$ cat src/hw/ucc_pkg.sv
package ucc_pkg;

  // Register offsets on the 3-bit register port.
  localparam logic [2:0] UCC_OFS_INTERRUPT_CONTROL = 3'h2;
  localparam logic [2:0] UCC_OFS_LINE_CONTROL = 3'h3;
  localparam logic [2:0] UCC_OFS_FRAME_FORMAT = 3'h4;

  localparam logic [7:0] UCC_RST_INTERRUPT_CONTROL = 8'h00;
  localparam logic [7:0] UCC_RST_LINE_CONTROL = 8'h00;
  localparam logic [7:0] UCC_RST_FRAME_FORMAT = 8'h00;

  // interrupt_control fields.
  localparam int UCC_START_IE_BIT = 7;
  localparam int UCC_DRECV_IE_BIT = 6;
  localparam int UCC_RXC_LVL_LO = 4;
  localparam int UCC_TXC_LVL_LO = 2;
  localparam int UCC_DRE_LVL_LO = 0;

  // line_control fields.
  localparam int UCC_SHARED_BIT = 7;
  localparam int UCC_SFD_BIT = 6;
  localparam int UCC_RECEIVER_ENABLE_BIT = 4;
  localparam int UCC_TRANSMITTER_ENABLE_BIT = 3;
  localparam int UCC_DBL_BIT = 2;
  localparam int UCC_ADDRESS_FILTER_MODE_BIT = 1;
  localparam int UCC_NINTH_BIT = 0;
  localparam logic [7:0] UCC_LINE_WMASK = 8'hDF;

  // frame_format fields, standard and master SPI layouts.
  localparam int UCC_MODE_LO = 6;
  localparam int UCC_PAR_LO = 4;
  localparam int UCC_STOP2_BIT = 3;
  localparam int UCC_CHSZ_LO = 0;
  localparam int UCC_ORDER_BIT = 2;
  localparam int UCC_PHASE_BIT = 1;
  localparam logic [7:0] UCC_FMT_SPI_MASK = 8'hC6;

  localparam logic [1:0] UCC_MODE_ASYNC = 2'h0;
  localparam logic [1:0] UCC_MODE_SYNC = 2'h1;
  localparam logic [1:0] UCC_MODE_IR = 2'h2;
  localparam logic [1:0] UCC_MODE_MSPI = 2'h3;

  localparam logic [2:0] UCC_CHSZ_9BIT = 3'h7;
  localparam logic [3:0] UCC_MIN_BITS = 4'h5;
  localparam logic [3:0] UCC_RSVD_BITS = 4'h8;
  localparam logic [3:0] UCC_NINE_BITS = 4'h9;
  localparam logic [3:0] UCC_SPI_BITS = 4'h8;

  // Baud ticks per bit, and index of the last SPI clock half period of a byte.
  localparam logic [4:0] UCC_OS_NORMAL = 5'h10;
  localparam logic [4:0] UCC_OS_DOUBLE = 5'h08;
  localparam logic [4:0] UCC_SPI_LAST_HALF = 5'h0F;

  typedef enum logic [4:0] {
    UCC_IDLE = 5'h01,
    UCC_START = 5'h02,
    UCC_DATA = 5'h04,
    UCC_PAR = 5'h08,
    UCC_STOP = 5'h10
  } ucc_state_e;

  typedef struct packed {
    logic [7:0] int_ctrl;
    logic [7:0] line_ctrl;
    logic [7:0] frame_fmt;
    logic [7:0] rdata;
    logic [1:0] sy1;
    logic [1:0] sy2;
    logic line_prev;
    ucc_state_e tx_st;
    logic [4:0] tx_cnt;
    logic [3:0] tx_bits;
    logic [8:0] tx_sh;
    logic tx_par;
    logic [8:0] tx_buf;
    logic tx_empty;
    logic tx_owned;
    logic txd;
    logic txd_oe;
    logic xck;
    logic xck_oe;
    logic txc_flag;
    ucc_state_e rx_st;
    logic [4:0] rx_cnt;
    logic [3:0] rx_bits;
    logic [8:0] rx_sh;
    logic rx_par;
    logic rx_addr;
    logic parity_error_flag_pend;
    logic [8:0] rx_buf;
    logic rx_valid;
    logic frame_error_flag;
    logic parity_error_flag;
    logic ovf;
    logic stop_flag;
    logic start_flag;
    logic wake;
    logic rx_owned;
    logic rxc_out;
    logic drecv_out;
    logic [1:0] rx_irq;
    logic [1:0] tx_irq;
    logic [1:0] dre_irq;
  } ucc_regs_s;

  localparam ucc_regs_s UCC_REGS_RESET = '{
    tx_st: UCC_IDLE,
    rx_st: UCC_IDLE,
    int_ctrl: UCC_RST_INTERRUPT_CONTROL,
    line_ctrl: UCC_RST_LINE_CONTROL,
    frame_fmt: UCC_RST_FRAME_FORMAT,
    tx_empty: 1'b1,
    txd: 1'b1,
    line_prev: 1'b1,
    sy1: 2'h3,
    sy2: 2'h3,
    default: '0
  };

endpackage

$ cat src/hw/ucc_usart_ctrl.sv
`timescale 1ns/1ps
module ucc_usart_ctrl
  import ucc_pkg::*;
(
  input wire logic clock_in,
  input wire logic reset_n_in,
  input wire logic [2:0] reg_addr_in,
  input wire logic [7:0] reg_wdata_in,
  input wire logic reg_wr_in,
  input wire logic reg_rd_in,
  output logic [7:0] reg_rdata_out,
  input wire logic baud_tick_in,
  input wire logic deep_sleep_in,
  input wire logic var_length_in,
  input wire logic [3:0] pec_length_in,
  input wire logic tx_write_in,
  input wire logic [7:0] tx_data_in,
  input wire logic rx_read_in,
  input wire logic recv_done_clear_in,
  input wire logic xmit_done_clear_in,
  input wire logic recv_start_clear_in,
  output logic [8:0] rx_data_out,
  output logic xmit_buffer_empty_flag_out,
  output logic recv_done_flag_out,
  output logic data_recv_flag_out,
  output logic recv_start_flag_out,
  output logic xmit_done_flag_out,
  output logic parity_error_flag_out,
  output logic frame_error_flag_out,
  output logic overflow_flag_out,
  output logic [1:0] rx_irq_level_out,
  output logic [1:0] tx_irq_level_out,
  output logic [1:0] dre_irq_level_out,
  output logic wake_out,
  input wire logic rxd_pin_in,
  input wire logic txd_pin_in,
  output logic txd_out,
  output logic txd_oe_out,
  output logic rx_pin_owned_out,
  output logic transfer_clock_pin_out,
  output logic transfer_clock_oe_out
);

  function automatic logic [7:0] ucc_rev8(input logic [7:0] d);
    logic [7:0] r;
    r = '0;
    for (int i = 0; i < 8; i++) begin
      r[i] = d[7 - i];
    end
    return r;
  endfunction

  // Received bits enter at the top, so a short frame sits high in the shifter.
  function automatic logic [8:0] ucc_align(input logic [8:0] sh, input logic [3:0] n);
    logic [3:0] amt;
    amt = UCC_NINE_BITS - n;
    return sh >> amt;
  endfunction

  ucc_regs_s s;
  ucc_regs_s n;

  logic [1:0] mode;
  logic spi;
  logic clocked;
  logic par_on;
  logic par_odd;
  logic stop2;
  logic lsb_first;
  logic phase1;
  logic rx_en;
  logic tx_en;
  logic [3:0] nbits;
  logic [4:0] os;
  logic rx_line;

  assign mode = s.frame_fmt[UCC_MODE_LO +: 2];
  assign spi = (mode == UCC_MODE_MSPI);
  assign clocked = (mode == UCC_MODE_SYNC) || spi;
  assign par_on = !spi && s.frame_fmt[UCC_PAR_LO + 1];
  assign par_odd = s.frame_fmt[UCC_PAR_LO];
  assign stop2 = !spi && s.frame_fmt[UCC_STOP2_BIT];
  assign lsb_first = s.frame_fmt[UCC_ORDER_BIT];
  assign phase1 = s.frame_fmt[UCC_PHASE_BIT];
  assign rx_en = s.line_ctrl[UCC_RECEIVER_ENABLE_BIT];
  assign tx_en = s.line_ctrl[UCC_TRANSMITTER_ENABLE_BIT];
  assign os = (!clocked && s.line_ctrl[UCC_DBL_BIT]) ? UCC_OS_DOUBLE : UCC_OS_NORMAL;
  // receive from the transmit pin in shared mode
  assign rx_line = s.line_ctrl[UCC_SHARED_BIT] ? s.sy2[1] : s.sy2[0];

  always_comb begin
    if (spi) begin
      nbits = UCC_SPI_BITS;
    end else if (var_length_in) begin
      nbits = pec_length_in;
    end else if (s.frame_fmt[UCC_CHSZ_LO +: 3] == UCC_CHSZ_9BIT) begin
      nbits = UCC_NINE_BITS;
    end else if (s.frame_fmt[UCC_CHSZ_LO + 2]) begin
      nbits = UCC_RSVD_BITS;
    end else begin
      nbits = UCC_MIN_BITS + {1'b0, s.frame_fmt[UCC_CHSZ_LO +: 3]};
    end
  end

  always_comb begin
    logic lead;
    logic trail;
    logic tx_step;
    logic rx_samp;
    logic dlv;
    logic dlv_frame_error_flag;
    logic [8:0] dlv_data;
    logic [4:0] rx_target;
    logic rx_req;
    lead = baud_tick_in && !s.xck;
    trail = baud_tick_in && s.xck;
    tx_step = 1'b0;
    rx_samp = 1'b0;
    dlv = 1'b0;
    dlv_frame_error_flag = 1'b0;
    dlv_data = '0;
    rx_target = '0;
    rx_req = 1'b0;
    n = s;

    n.sy1 = {txd_pin_in, rxd_pin_in};
    n.sy2 = s.sy1;
    n.line_prev = rx_line;
    n.rdata = '0;
    if (reg_rd_in) begin
      unique case (reg_addr_in)
        UCC_OFS_INTERRUPT_CONTROL: n.rdata = s.int_ctrl;
        UCC_OFS_LINE_CONTROL: n.rdata = s.line_ctrl;
        UCC_OFS_FRAME_FORMAT: n.rdata = spi ? (s.frame_fmt & UCC_FMT_SPI_MASK) : s.frame_fmt;
        default: n.rdata = '0;
      endcase
    end
    if (reg_wr_in) begin
      unique case (reg_addr_in)
        UCC_OFS_INTERRUPT_CONTROL: n.int_ctrl = reg_wdata_in;
        UCC_OFS_LINE_CONTROL: n.line_ctrl = reg_wdata_in & UCC_LINE_WMASK;
        UCC_OFS_FRAME_FORMAT: n.frame_fmt = reg_wdata_in;
        default: n.int_ctrl = s.int_ctrl;
      endcase
    end

    // ninth bit latched with the data; dropped under counter control
    if (tx_write_in && s.tx_empty) begin
      n.tx_buf = {s.line_ctrl[UCC_NINTH_BIT] && !var_length_in, tx_data_in};
      n.tx_empty = 1'b0;
    end

    // Transfer clock: free running in sync mode, per byte in SPI mode.
    if (clocked && baud_tick_in && (spi ? (s.tx_st == UCC_DATA) : (tx_en || rx_en))) begin
      n.xck = !s.xck;
    end else if (!clocked || (spi && s.tx_st != UCC_DATA) || !(tx_en || rx_en)) begin
      n.xck = 1'b0;
    end
    if (!clocked && s.tx_st != UCC_IDLE && baud_tick_in) begin
      n.tx_cnt = (s.tx_cnt == 5'(os - 5'h01)) ? '0 : 5'(s.tx_cnt + 5'h01);
      tx_step = (s.tx_cnt == 5'(os - 5'h01));
    end else if (clocked) begin
      tx_step = trail;
    end
    if (xmit_done_clear_in) begin
      n.txc_flag = 1'b0;
    end

    unique case (s.tx_st)
      UCC_IDLE: begin
        if (!s.tx_empty && s.tx_owned) begin
          // MSB-first is reversed once so the shifter always sends bit 0
          n.tx_sh = (spi && !lsb_first) ? {1'b0, ucc_rev8(s.tx_buf[7:0])} : s.tx_buf;
          n.tx_empty = 1'b1;
          n.tx_cnt = '0;
          n.tx_bits = nbits;
          n.tx_par = 1'b0;
          n.tx_st = spi ? UCC_DATA : UCC_START;
        end
      end
      UCC_START: begin
        if (tx_step) begin
          n.tx_st = UCC_DATA;
        end
      end
      UCC_DATA: begin
        if (spi) begin
          if (baud_tick_in) begin
            n.tx_cnt = 5'(s.tx_cnt + 5'h01);
            // phase selects shift and sample edges
            if (phase1 ? (lead && s.tx_cnt != '0) : (trail && s.tx_cnt != UCC_SPI_LAST_HALF)) begin
              n.tx_sh = s.tx_sh >> 1;
            end
            if ((phase1 ? trail : lead) && rx_en) begin
              n.rx_sh = {s.sy2[0], s.rx_sh[8:1]};
            end
            if (s.tx_cnt == UCC_SPI_LAST_HALF) begin
              n.tx_st = UCC_IDLE;
              n.txc_flag = n.tx_empty;
              dlv = rx_en;
              dlv_data = ucc_align(n.rx_sh, UCC_SPI_BITS);
              dlv_data = lsb_first ? dlv_data : {1'b0, ucc_rev8(dlv_data[7:0])};
            end
          end
        end else if (tx_step) begin
          n.tx_par = s.tx_par ^ s.tx_sh[0];
          n.tx_sh = s.tx_sh >> 1;
          n.tx_bits = 4'(s.tx_bits - 4'h1);
          if (s.tx_bits == 4'h1) begin
            n.tx_bits = stop2 ? 4'h2 : 4'h1;
            n.tx_st = par_on ? UCC_PAR : UCC_STOP;
          end
        end
      end
      UCC_PAR: begin
        if (tx_step) begin
          n.tx_st = UCC_STOP;
        end
      end
      UCC_STOP: begin
        if (tx_step) begin
          n.tx_bits = 4'(s.tx_bits - 4'h1);
          if (s.tx_bits == 4'h1) begin
            n.tx_st = UCC_IDLE;
            n.txc_flag = n.tx_empty;
          end
        end
      end
      default: n.tx_st = UCC_IDLE;
    endcase

    // pin kept until shifter and buffer drain
    n.tx_owned = tx_en ? 1'b1 : ((s.tx_st != UCC_IDLE || !s.tx_empty) ? s.tx_owned : 1'b0);
    unique case (n.tx_st)
      UCC_START: n.txd = 1'b0;
      UCC_DATA: n.txd = n.tx_sh[0];
      UCC_PAR: n.txd = n.tx_par ^ par_odd;
      default: n.txd = 1'b1;
    endcase
    // shared pin is only driven while a frame is on the wire
    n.txd_oe = s.line_ctrl[UCC_SHARED_BIT] ? (n.tx_st != UCC_IDLE) : n.tx_owned;
    n.xck_oe = clocked && (tx_en || rx_en);

    // Receiver for all modes except SPI, which is clocked by the transmitter.
    rx_target = (s.rx_st == UCC_START) ? 5'((os >> 1) - 5'h01) : 5'(os - 5'h01);
    if (clocked) begin
      rx_samp = lead;
    end else if (s.rx_st != UCC_IDLE && baud_tick_in) begin
      rx_samp = (s.rx_cnt == rx_target);
      n.rx_cnt = rx_samp ? '0 : 5'(s.rx_cnt + 5'h01);
    end
    if (!spi && rx_en) begin
      unique case (s.rx_st)
        UCC_IDLE: begin
          if (clocked ? (lead && !rx_line) : (s.line_prev && !rx_line)) begin
            n.rx_cnt = '0;
            n.rx_bits = nbits;
            n.rx_par = 1'b0;
            n.rx_st = clocked ? UCC_DATA : UCC_START;
          end
        end
        UCC_START: begin
          if (rx_samp) begin
            n.rx_bits = nbits;
            n.rx_par = 1'b0;
            n.rx_st = rx_line ? UCC_IDLE : UCC_DATA;
          end
        end
        UCC_DATA: begin
          if (rx_samp) begin
            n.rx_sh = {rx_line, s.rx_sh[8:1]};
            n.rx_par = s.rx_par ^ rx_line;
            n.rx_bits = 4'(s.rx_bits - 4'h1);
            n.parity_error_flag_pend = 1'b0;
            if (s.rx_bits == 4'h1) begin
              n.rx_addr = rx_line;
              n.rx_st = par_on ? UCC_PAR : UCC_STOP;
            end
          end
        end
        UCC_PAR: begin
          if (rx_samp) begin
            n.parity_error_flag_pend = s.rx_par ^ rx_line ^ par_odd;
            n.rx_st = UCC_STOP;
          end
        end
        UCC_STOP: begin
          if (rx_samp) begin
            // only the first stop bit is checked
            n.rx_st = UCC_IDLE;
            dlv = 1'b1;
            dlv_frame_error_flag = !rx_line;
            dlv_data = ucc_align(s.rx_sh, nbits);
          end
        end
        default: n.rx_st = UCC_IDLE;
      endcase
    end

    if (recv_done_clear_in) begin
      n.stop_flag = 1'b0;
    end
    if (rx_read_in) begin
      n.rx_valid = 1'b0;
      n.frame_error_flag = 1'b0;
      n.parity_error_flag = 1'b0;
      n.ovf = 1'b0;
    end
    // unaddressed frames are dropped without a trace
    if (dlv && !(s.line_ctrl[UCC_ADDRESS_FILTER_MODE_BIT] && !spi && !n.rx_addr)) begin
      n.stop_flag = 1'b1;
      if (n.rx_valid) begin
        n.ovf = 1'b1;
      end else begin
        n.rx_buf = dlv_data;
        n.rx_valid = 1'b1;
        n.frame_error_flag = dlv_frame_error_flag;
        n.parity_error_flag = par_on && n.parity_error_flag_pend;
      end
    end
    // receiver disable flushes data and error flags
    if (!rx_en) begin
      n.rx_st = UCC_IDLE;
      n.rx_valid = 1'b0;
      n.frame_error_flag = 1'b0;
      n.parity_error_flag = 1'b0;
      n.ovf = 1'b0;
      n.stop_flag = 1'b0;
    end
    n.rx_owned = rx_en;

    // start condition seen only in deep sleep
    if (recv_start_clear_in) begin
      n.start_flag = 1'b0;
    end
    // wake request from the start detector
    n.wake = s.line_ctrl[UCC_SFD_BIT] && deep_sleep_in && !spi && s.line_prev && !rx_line;
    if (n.wake) begin
      n.start_flag = 1'b1;
    end
    if (!s.line_ctrl[UCC_SFD_BIT]) begin
      n.start_flag = 1'b0;
    end

    // data reception flag tracks the buffer in variable length only
    n.drecv_out = var_length_in && n.rx_valid;
    n.rxc_out = var_length_in ? n.stop_flag : n.rx_valid;
    // start flag shares the receive vector and level
    rx_req = n.rxc_out || (n.int_ctrl[UCC_START_IE_BIT] && n.start_flag);
    // data reception shares the receive vector and level
    rx_req = rx_req || (n.int_ctrl[UCC_DRECV_IE_BIT] && n.drecv_out);
    n.rx_irq = rx_req ? n.int_ctrl[UCC_RXC_LVL_LO +: 2] : 2'h0;
    n.tx_irq = n.txc_flag ? n.int_ctrl[UCC_TXC_LVL_LO +: 2] : 2'h0;
    n.dre_irq = n.tx_empty ? n.int_ctrl[UCC_DRE_LVL_LO +: 2] : 2'h0;
  end

  always_ff @(posedge clock_in or negedge reset_n_in) begin
    if (!reset_n_in) begin
      s <= UCC_REGS_RESET;
    end else begin
      s <= n;
    end
  end

  assign reg_rdata_out = s.rdata;
  assign rx_data_out = s.rx_buf;
  assign xmit_buffer_empty_flag_out = s.tx_empty;
  assign recv_done_flag_out = s.rxc_out;
  assign data_recv_flag_out = s.drecv_out;
  assign recv_start_flag_out = s.start_flag;
  assign xmit_done_flag_out = s.txc_flag;
  assign parity_error_flag_out = s.parity_error_flag;
  assign frame_error_flag_out = s.frame_error_flag;
  assign overflow_flag_out = s.ovf;
  assign rx_irq_level_out = s.rx_irq;
  assign tx_irq_level_out = s.tx_irq;
  assign dre_irq_level_out = s.dre_irq;
  assign wake_out = s.wake;
  assign txd_out = s.txd;
  assign txd_oe_out = s.txd_oe;
  assign rx_pin_owned_out = s.rx_owned;
  assign transfer_clock_pin_out = s.xck;
  assign transfer_clock_oe_out = s.xck_oe;

endmodule

$ cat config.mk
export PLATFORM = sky130hd
export DESIGN_NAME = ucc_usart_ctrl
export DESIGN_NICKNAME = d
export VERILOG_FILES = /design/src/hw/ucc_pkg.sv /design/src/hw/ucc_usart_ctrl.sv
export SDC_FILE = /design/constraint.sdc
export NUM_CORES = 1
export LEC_CHECK = 0
export BUFFER_PORTS_ARGS = -buffer_cell sky130_fd_sc_hd__buf_2
export CORE_ASPECT_RATIO = 0.8
export CORE_UTILIZATION = 45
export CTS_BUF_LIST = sky130_fd_sc_hd__clkbuf_8
export DETAILED_ROUTE_END_ITERATION = 8
export PLACE_DENSITY = 0.7
export SLEW_MARGIN = 30
export SYNTH_ARGS = -nofsm -noshare
export SYNTH_HDL_FRONTEND = slang
export SYNTH_SLANG_ARGS = --single-unit
$ cat constraint.sdc
create_clock -name clock_in -period 3.18 [get_ports clock_in]
set_input_delay 0.477 -clock clock_in [delete_from_list [all_inputs] [get_ports clock_in]]
set_output_delay 0.477 -clock clock_in [all_outputs]
set_load 0.01 [all_outputs]
==> metrics.md, run 1 <==
| Metric | Value |
|---|---|
| Outcome | `complete, no violations` |
| Yosys cell types | `between 90 and 100` |
| CTS Root Cell | `clkbuf_8` |
| WP data required | `around 3.5 ns` |
| Setup TNS | `0 ns` |
| Final worst clock skew | `0.0176 ns` |
| Area contributors post-synth | `dfrtp_1 41%, mux2_2 5.5%, mux2i_1 4.4%` |
| Vias in the first global route | `~5400` |
| Max Fclk | `between 300 and 400 MHz` |
| Maxcap violations | `0` |
| Hold-fix buffers at CTS | `0` |
| Pre-antenna DRT Iters | `5` |
| Via density | `5.73` |
| Global-route wire length before repair | `29000 um` |
| # port buffers | `73` |
| Wire per inst | `18.7 um` |
| Crit-path slowest cell | `nor2_1` |
| Hpwl dp | `around 13000 um` |
| Flops & latches, synth | `between 100 and 150` |
| Post-synth top area share | `0.415` |
| Total track usage | `0.235` |
| Top_reg_cell synth | `dfrtp_1` |
| Kind of critical path | `flip-flop to flip-flop` |
| Clk sinks | `roughly 130` |
| Setup Fix Bufs, Post-CTS | `0` |
| Die Ht | `between 100 and 150 um` |
| FF+latch area | `0.00319 mm2` |
| Post-synth EDFFs | `0` |
| Largest net degree at the start of global routing | `64` |
| Max rail drop VDD | `0.306 mV` |
| Crit. End Element | `flip-flop` |
| Synth cell count leaders | `118 x dfrtp_1, 47 x nor2_1, 45 x nand2_1` |
| Max-slew violation count | `0` |
| Final instance area | `0.00803 mm2` |
| Final Wtd Congestion | `0.913` |
| Synth Instances | `about 680` |
| Hold crit path type | `input pin to async pin` |
| Static leakage power | `3.70 nW` |
| Power Dens Cells | `roughly 710 mW/mm2` |
| Worst-path clk slew | `approximately 0.08 ns` |
| Sequential element share of the synthesized area | `0.448` |
| Crit-path max cell delay | `roughly 0.50 ns` |
| Reg-to-Reg Start | `s[49]` |
| Area grow syn2layout | `12.9%` |
| CTS buffer count | `17` |
| DR iter-0 viols | `416` |
| Crit start category | `flip-flop` |
| Worst Tran Pin Value | `between 0.8 and 0.9 ns` |
| Unrepaired setup endpoints after global routing | `no` |
| Vias | `5521` |
| I/O pin count | `74` |
| Ys Warns | `0` |
| CTS tree | `done` |
| Clk buf depth | `2` |
| Worst slew margin | `0.459` |
| Share of cells above drive strength 1 | `0.272` |
| Synth area leader | `dfrtp_1` |
| Antenna diode count | `0` |
| FILL cells | `around 1400` |
| Nets@finish | `just under 800` |
| Row count | `40` |
| Total core area | `~0.015 mm2` |
| Crit Reg-Reg Endpoint | `parity_error_flag_out` |
| WHS | `~0.12 ns` |
| Grt ovf | `0` |
| Initial antenna violation count | `0` |
| Die width | `between 100 and 150 um` |
| Ys async rst share | `1.00` |
| Starting Density | `0.468` |
| Period utilization | `0.889` |
| Critical Path Start | `s[49]` |
| Post-Syn Area | `around 0.0071 mm2` |
| Final setup viols | `0` |
| Placed inst area | `between 0.007 and 0.008 mm2` |
| Routed WL | `18000 um` |
| Most frequent cell after synthesis | `dfrtp_1` |
| Tmin final | `between 2 and 3 ns` |
| Worst reg2reg setup slack | `~0.35 ns` |
| Crit path DAT | `about 3.2 ns` |
| DIE AREA | `roughly 0.016 mm2` |
| Post_cts resized | `0` |
| Final hold violations | `0` |
| DRC | `0` |
| Area of the multi-input gates | `between 0.003 and 0.004 mm2` |
| # H-tree levels | `4` |
| Routed Antenna Nets | `0` |
| Post-synthesis net count | `around 720` |
| R2r worst-path depth | `8` |
| Clock Latency Late Sink | `roughly 0.44 ns` |
| Critical-path cell list | `or3_4 -> nor2_1 -> o221ai_2 -> o211ai_4 -> a211oi_2 -> buf_4 -> or3b_1 -> a21oi_1` |
| Avg Inst Size Synth | `around 11 um2` |
| CP max FO | `21` |
-- flip-flops by register name, indices dropped and copies added (netlist names), 2 cells and up --
name,cells
s,82
rx_data_out,9
reg_rdata_out,8
n,3
dre_irq_level_out,2
mode,2
rx_irq_level_out,2
tx_irq_level_out,2
-- cell families (layout without fill, tap and decap cells) --
kind of cell             Yosys count  after routing  share of synthesized area
AO/OA/AOI/OAI                    161            161                      0.171
XOR/XNOR                          15             15                     0.0195
buffers and inverters             84            162                     0.0621
adder cells (fa/ha/maj)           10             10                     0.0176
AND/OR/NAND/NOR                  198            198                      0.151
flip-flops                       127            127                      0.448
multiplexers                      80             80                      0.131
-- critical path: cells and delay by family, from the launching register on --
kind | cells | cell delay, ns
AO/OA/AOI/OAI | 4 | 0.73
buffers and inverters | 1 | 0.25
flip-flops | 1 | 0.46
AND/OR/NAND/NOR | 3 | 1.31
-- area by class of cell --
class,instances,area share
sequential,127,0.397
multi-input combinational,464,0.435
inverter,33,0.0154
clock inverter,13,0.0170
timing repair buffer,97,0.0698
tap,210,0.0327
clock buffer,19,0.0326
-- per-layer routing --
metal | up-vias | global-route usage | wire length, um
met1 | 2742 | 0.338 | 8490
met4 | 0 | 0.0767 | 254
li1 | 2573 | - | -
met3 | 21 | 0.0514 | 1160
met2 | 185 | 0.350 | 8070
met5 | - | 0 | 0
-- placed cells by master, fill, tap and decap left out, types with 15 or more instances in the layout --
cell / n
mux2_2: 35
buf_4: 24
buf_2: 72
nand3_1: 15
nand2_1: 45
a22oi_1: 16
inv_1: 33
dfrtp_1: 118
a21oi_1: 25
clkbuf_8: 19
o21ai_0: 33
nor2_1: 47
mux2i_1: 31
-- where the power goes --
part	switching, mW	total [mW]	internal, mW	leakage (nW)
combinational	1.10	1.90	0.804	1.86
clock	0.682	1.42	0.741	0.206
sequential	0.361	2.36	2.00	1.63
-- how the worst max path moves through the flow --
stage	to	slack [ns]
floorplan	rx_data_out[2]	0.19
global route	parity_error_flag_out	0.20
detailed placement	tx_irq_level_out[0]	0.34
CTS	tx_irq_level_out[0]	0.26
finish	parity_error_flag_out	0.35
global placement	parity_error_flag_out	0.42
-- per-stage QoR --
stage          instances  power [mW]  utilization  setup slack, ns
3_3_place_gp         931        4.15        0.501            0.420
6_report             963        5.68        0.528            0.354
2_1_floorplan        675        3.67            -            0.187
5_1_grt              963        6.02        0.528            0.205
4_1_cts              963        5.69        0.527            0.265
3_5_place_dp         931        4.25        0.501            0.339
Note: power is estimated with default switching activity, not from simulation.
==> run 2: changes to the inputs <==
==> constraint.sdc (replaced) <==
create_clock -name clock_in -period 3.2 [get_ports clock_in]
set_input_delay 0.48 -clock clock_in [delete_from_list [all_inputs] [get_ports clock_in]]
set_output_delay 0.48 -clock clock_in [all_outputs]
set_load 0.01 [all_outputs]
==> run 2 against run 1 <==
Core utilization up 0.091 points. Critical path depth unchanged. Final area up 0.17%. Sequential power about the same. Count of clock-buffer cells in the layout down 1. Setup slack better by 0.069 ns. Fmax up 1.8%. Global-route usage up 0.49 points. Critical path type unchanged.
==> metrics.md, run 2 (synthesis results as in run 1) <==
| Metric | Value |
|---|---|
| Outcome | `complete, no violations` |
| Via density | `5.71 (-0.46%)` |
| Vias in the first global route | `5447 (+0.29%)` |
| Critical-path cell list | `or3_4 -> nor2_1 -> o221ai_2 -> o211ai_4 -> a211oi_2 -> buf_4 -> or3b_1 -> a21oi_1` |
| Max-slew violation count | `0 (unchanged)` |
| Clk buf depth | `2 (unchanged)` |
| Hpwl dp | `13200 um (+0.17%)` |
| Final instance area | `0.00805 mm2 (+0.17%)` |
| DIE AREA | `0.0163 mm2 (unchanged)` |
| Vias | `5490 (-0.56%)` |
| Post-Place Cells | `929 (-0.21%)` |
| Global-route wire length before repair | `29500 um (+1.7%)` |
| Max reg flops | `82 (unchanged)` |
| Dpl ws | `0.460 ns (+0.121 ns)` |
| CTS Root Cell | `clkbuf_8` |
| DR iter-0 viols | `493 (+19%)` |
| Kind of critical path | `flip-flop to flip-flop` |
| Period utilization | `0.868 (-0.0210)` |
| Die width | `143 um (unchanged)` |
| Final worst clock skew | `0.0116 ns (-0.00599 ns)` |
| CP max FO | `21 (unchanged)` |
| Area grow syn2layout | `13.0%` |
| Hold crit path type | `input pin to flip-flop` |
| Commonest non-fill, non-tap cells in the layout | `118 x dfrtp_1, 72 x buf_2, 47 x nor2_1` |
| Crit-path max cell delay | `0.51 ns (about the same)` |
| Wire per inst | `18.6 um (-0.39%)` |
| Final cell count without fillers | `962 (-0.10%)` |
| Largest net degree at the start of global routing | `46 (-28%)` |
| Row count | `40 (unchanged)` |
| Max Fclk | `360 MHz (+1.8%)` |
| Clk sinks | `127 (unchanged)` |
| Final setup viols | `0 (unchanged)` |
| Clock Latency Late Sink | `0.46 ns (+0.02 ns)` |
| Pre-antenna DRT Iters | `6 (+1)` |
| Total track usage | `0.239 (+0.00487)` |
| Crit path max-delay family | `simple AND/OR/NAND/NOR gates` |
| Crit start category | `flip-flop` |
| Nets@finish | `786 (-0.13%)` |
| CTS tree | `done` |
| Power Dens Cells | `712 mW/mm2 (+0.58%)` |
| Tmin final | `2.78 ns (-0.0494 ns)` |
| Share of cells above drive strength 1 | `0.271 (-0.000968)` |
| Total core area | `0.0152 mm2 (unchanged)` |
| Setup TNS | `0 ns (unchanged)` |
| Final hold violations | `0 (unchanged)` |
| Starting Density | `0.468 (unchanged)` |
| Crit. End Element | `flip-flop` |
| Unrepaired setup endpoints after global routing | `no` |
| Grt ovf | `0 (unchanged)` |
| Crit path DAT | `3.15 ns (-0.04 ns)` |
| Die Ht | `114 um (unchanged)` |
| Most common cell after layout, fill and taps aside | `dfrtp_1` |
| Antenna diode count | `0 (unchanged)` |
| Worst-path clk slew | `0.08 ns (about the same)` |
| Setup Fix Bufs, Post-CTS | `0 (unchanged)` |
| WHS | `0.115 ns (-0.00533 ns)` |
| Worst slew margin | `0.518 (+0.0583)` |
| Final Wtd Congestion | `0.907 (-0.67%)` |
| CTS buffer count | `17 (unchanged)` |
| Initial antenna violation count | `0 (unchanged)` |
| Largest Register | `s` |
| # port buffers | `73 (unchanged)` |
| Routed WL | `17900 um (-0.50%)` |
| Crit-path slowest cell | `nor2_1` |
| # H-tree levels | `4 (unchanged)` |
| I/O pin count | `74 (unchanged)` |
| DRC | `0 (unchanged)` |
| Max rail drop VDD | `0.336 mV (+9.6%)` |
| Worst path bufs/invs | `1 (unchanged)` |
| Maxcap violations | `0 (unchanged)` |
| Routed Antenna Nets | `0 (unchanged)` |
| Final WS setup | `0.424 ns (+0.0694 ns)` |
| Placed inst area | `0.00761 mm2 (-0.20%)` |
| Static leakage power | `3.69 nW (-0.36%)` |
| Worst Tran Pin Value | `0.705 ns (-0.106 ns)` |
| WP data required | `3.58 ns (+0.04 ns)` |
run 2: cell types whose count changed in the layout (fill, tap and decap cells not counted), sizes merged:
cell         delta
dlygate4sd3     +1
clkbuf          -1
buf             -2
clkinv          -1
bufinv          +1
inv             +1
run 2: final cells by class:
cell class / count / area (um2)
Fill cell: 1392 / 7170
Multi-Input combinational cell: 464 / 3490
Sequential cell: 127 / 3190
Timing Repair Buffer: 96 / 556
Tap cell: 210 / 263
Clock buffer: 18 / 248
Clock inverter: 14 / 180
Inverter: 33 / 124
run 2: final timing paths:
| kind | start | endpoint | slack, ns | cells after the start |
|---|---|---|---|---|
| max | s[49] | parity_error_flag_out | 0.42 | 8 |
| min | txd_pin_in | n[93] | 0.11 | 1 |
| max reg2reg | s[49] | parity_error_flag_out | 0.42 | 8 |
| min reg2reg | n[92] | s[92] | 0.36 | 0 |
| max in group asynchronous | reset_n_in | s[93] | 1.94 | 3 |
| min in group asynchronous | reset_n_in | reg_rdata_out[0] | 0.47 | 2 |
run 2: per-stage QoR:
stage | util | total power [mW]
final | 0.529 | 5.72
after global routing | 0.529 | 6.08
after CTS | 0.529 | 5.75
after detailed placement | 0.500 | 4.21
after global placement | 0.500 | 4.14
after floorplan | - | 3.65
run 2: metal layers:
metal,track usage,up-vias,part of all wire
met5,0,-,0
met4,0.0925,0,0.020
met3,0.0552,28,0.056
met2,0.347,174,0.44
met1,0.346,2724,0.48
li1,-,2564,-
run 2: timing repair:
action,CTS,global route
hold endpoints to repair,21,0
resized for setup,0,0
hold buffers,1,0
endpoints found under the setup margin,0,0
run 2: power breakdown:
| group | leakage, nW | total [mW] | switching (mW) | internal, mW |
|---|---|---|---|---|
| logic | 1.84 | 1.86 | 1.06 | 0.797 |
| registers | 1.63 | 2.35 | 0.366 | 1.99 |
| clock network | 0.216 | 1.52 | 0.711 | 0.807 |
| total | 3.69 | 5.72 | 2.14 | 3.59 |
==> run 3: changes to the inputs <==
--- a/config.mk
+++ b/config.mk
@@ -11,6 +11,7 @@
 export CTS_BUF_LIST = sky130_fd_sc_hd__clkbuf_8
 export DETAILED_ROUTE_END_ITERATION = 8
 export PLACE_DENSITY = 0.7
+export RECOVER_POWER = 50
 export SLEW_MARGIN = 30
 export SYNTH_ARGS = -nofsm -noshare
 export SYNTH_HDL_FRONTEND = slang
==> run 3 against run 2 <==
Sequential cell count stayed put. Hold slack about the same. Final area decreased by 0.26%. Combinational power is essentially flat. Final cell count is the same. Global-route usage unchanged. Largest power group unchanged.
==> metrics.md, run 3 (synthesis results as in run 1) <==
| Metric | Value |
|---|---|
| Outcome | `complete, no violations` |
| R2r worst-path depth | `8 (unchanged)` |
| CTS tree | `done` |
| Largest net degree at the start of global routing | `46 (unchanged)` |
| CTS Root Cell | `clkbuf_8` |
| Critical-path cell list | `or3_4 -> nor2_1 -> o221ai_2 -> o211ai_4 -> a211oi_2 -> buf_4 -> or3b_1 -> a21oi_1` |
| Max reg flops | `82 (unchanged)` |
| Vias | `5517 (+0.49%)` |
| CP max FO | `21 (unchanged)` |
| Worst-path clk slew | `0.08 ns (about the same)` |
| Routed WL | `17900 um (about the same)` |
| DIE AREA | `0.0163 mm2 (unchanged)` |
| Crit path DAT | `3.16 ns (about the same)` |
| Via density | `5.73 (+0.49%)` |
| Power Total | `5.71 mW (-0.21%)` |
| Final Wtd Congestion | `0.907 (unchanged)` |
| Hpwl dp | `13200 um (unchanged)` |
| Most common cell after layout, fill and taps aside | `dfrtp_1` |
| Max rail drop VDD | `0.337 mV (+0.28%)` |
| Area grow syn2layout | `12.7%` |
| Clk buf depth | `2 (unchanged)` |
| Nets@finish | `786 (unchanged)` |
| I/O pin count | `74 (unchanged)` |
| FF+latch area | `0.00319 mm2 (unchanged)` |
| Crit-path max cell delay | `0.52 ns (about the same)` |
| Area of the multi-input gates | `0.00349 mm2 (unchanged)` |
| Setup Fix Bufs, Post-CTS | `0 (unchanged)` |
| FILL cells | `1394 (+0.14%)` |
| Worst slew margin | `0.00213 (-0.516)` |
| Setup TNS | `0 ns (unchanged)` |
| Global-route wire length before repair | `29500 um (unchanged)` |
| Crit start category | `flip-flop` |
| Kind of critical path | `flip-flop to flip-flop` |
| Total core area | `0.0152 mm2 (unchanged)` |
| Total track usage | `0.239 (unchanged)` |
| Tmin final | `2.79 ns (+0.0118 ns)` |
| Starting Density | `0.468 (unchanged)` |
| WP data required | `3.58 ns (about the same)` |
| Die width | `143 um (unchanged)` |
| Maxcap violations | `0 (unchanged)` |
| Grt ovf | `0 (unchanged)` |
| DRC | `0 (unchanged)` |
| Max-slew violation count | `0 (unchanged)` |
| Worst path bufs/invs | `1 (unchanged)` |
| Routed Antenna Nets | `0 (unchanged)` |
| Commonest non-fill, non-tap cells in the layout | `118 x dfrtp_1, 71 x buf_2, 47 x nor2_1` |
| Worst reg2reg setup slack | `0.41 ns (about the same)` |
| Row count | `40 (unchanged)` |
| Share of cells above drive strength 1 | `0.262 (-0.00931)` |
| Clk sinks | `127 (unchanged)` |
| Post-Place Cells | `929 (unchanged)` |
| Die Ht | `114 um (unchanged)` |
| Cell depth of the worst min-delay path | `1 (unchanged)` |
| Final cell count without fillers | `962 (unchanged)` |
| Pre-antenna DRT Iters | `7 (+1)` |
| Final hold violations | `0 (unchanged)` |
| Period utilization | `0.871 (+0.00369)` |
| DR iter-0 viols | `483 (-2.0%)` |
| Crit Reg-Reg Endpoint | `parity_error_flag_out` |
| Largest Register | `s` |
| WHS | `0.115 ns (+0.0000590 ns)` |
| # H-tree levels | `4 (unchanged)` |
| Final worst clock skew | `0.0113 ns (-0.000310 ns)` |
| Static leakage power | `3.66 nW (-0.62%)` |
| Crit. End Element | `flip-flop` |
| Unrepaired setup endpoints after global routing | `no` |
| Wire per inst | `18.6 um (about the same)` |
| Antenna diode count | `0 (unchanged)` |
| CTS buffer count | `17 (unchanged)` |
| Crit-path slowest cell | `nor2_1` |
| Clock Latency Late Sink | `0.46 ns (about the same)` |
| Final setup viols | `0 (unchanged)` |
| Crit path max-delay family | `simple AND/OR/NAND/NOR gates` |
| Vias in the first global route | `5447 (unchanged)` |
| Max Fclk | `359 MHz (-0.42%)` |
| Hold worst-path end | `n[93]` |
| Worst Tran Pin Value | `1.50 ns (+0.792 ns)` |
| HP Start | `txd_pin_in` |
| Reg-to-Reg Start | `s[49]` |
| Hold crit path type | `input pin to flip-flop` |
| Power Dens Cells | `712 mW/mm2 (about the same)` |
| Initial antenna violation count | `0 (unchanged)` |
| # port buffers | `73 (unchanged)` |
-- run 3: worst register-to-register path, delay by kind of cell, from the launching register on --
family	cells	cell delay, ns
simple gates	3	1.34
flops	1	0.46
buf+inv	1	0.24
compound gates	4	0.66
-- run 3: worst max-delay path by stage --
stage / start / to / slack [ns] / depth (start not counted)
after floorplan: var_length_in / rx_data_out[2] / 0.20 / 13
after global placement: mode[0] / tx_irq_level_out[0] / 0.49 / 8
after detailed placement: s[49] / parity_error_flag_out / 0.46 / 8
after CTS: mode[0] / tx_irq_level_out[0] / 0.45 / 8
after global routing: lsb_first / rx_data_out[2] / 0.22 / 10
final: s[49] / parity_error_flag_out / 0.41 / 8
-- run 3: area by class of cell --
class / instances / area share
clock buffers: 18 / 0.0309
clock inverters: 14 / 0.0225
inverters: 33 / 0.0154
multi-input cells: 464 / 0.434
flip-flops and latches: 127 / 0.397
well taps: 210 / 0.0327
repair buffers: 96 / 0.0666
-- run 3: layer usage --
layer	vias up	share of wire	GRT usage
met5	-	0	0
met4	0	0.019	0.0925
met3	26	0.054	0.0552
met2	178	0.44	0.347
met1	2747	0.48	0.346
li1	2566	-	-
-- run 3: through the flow --
step / area (um2) / util / worst slack (ns)
3_3_place_gp: 7610 / 0.500 / 0.488
5_1_grt: 8020 / 0.527 / 0.218
3_5_place_dp: 7610 / 0.500 / 0.460
4_1_cts: 8050 / 0.529 / 0.449
6_report: 8020 / 0.527 / 0.412
2_1_floorplan: 7120 / - / 0.204
-- run 3: power breakdown --
group,leakage (nW),switching (mW),total [mW],internal [mW]
sequential,1.63,0.364,2.35,1.98
clock,0.216,0.707,1.51,0.807
combinational,1.82,1.06,1.85,0.792
total,3.66,2.13,5.71,3.58
-- run 3: timing repair --
action,CTS,global route
endpoints found under the hold margin,21,0
hold buffers,1,0
endpoints found under the setup margin,0,0
resized for setup,0,0
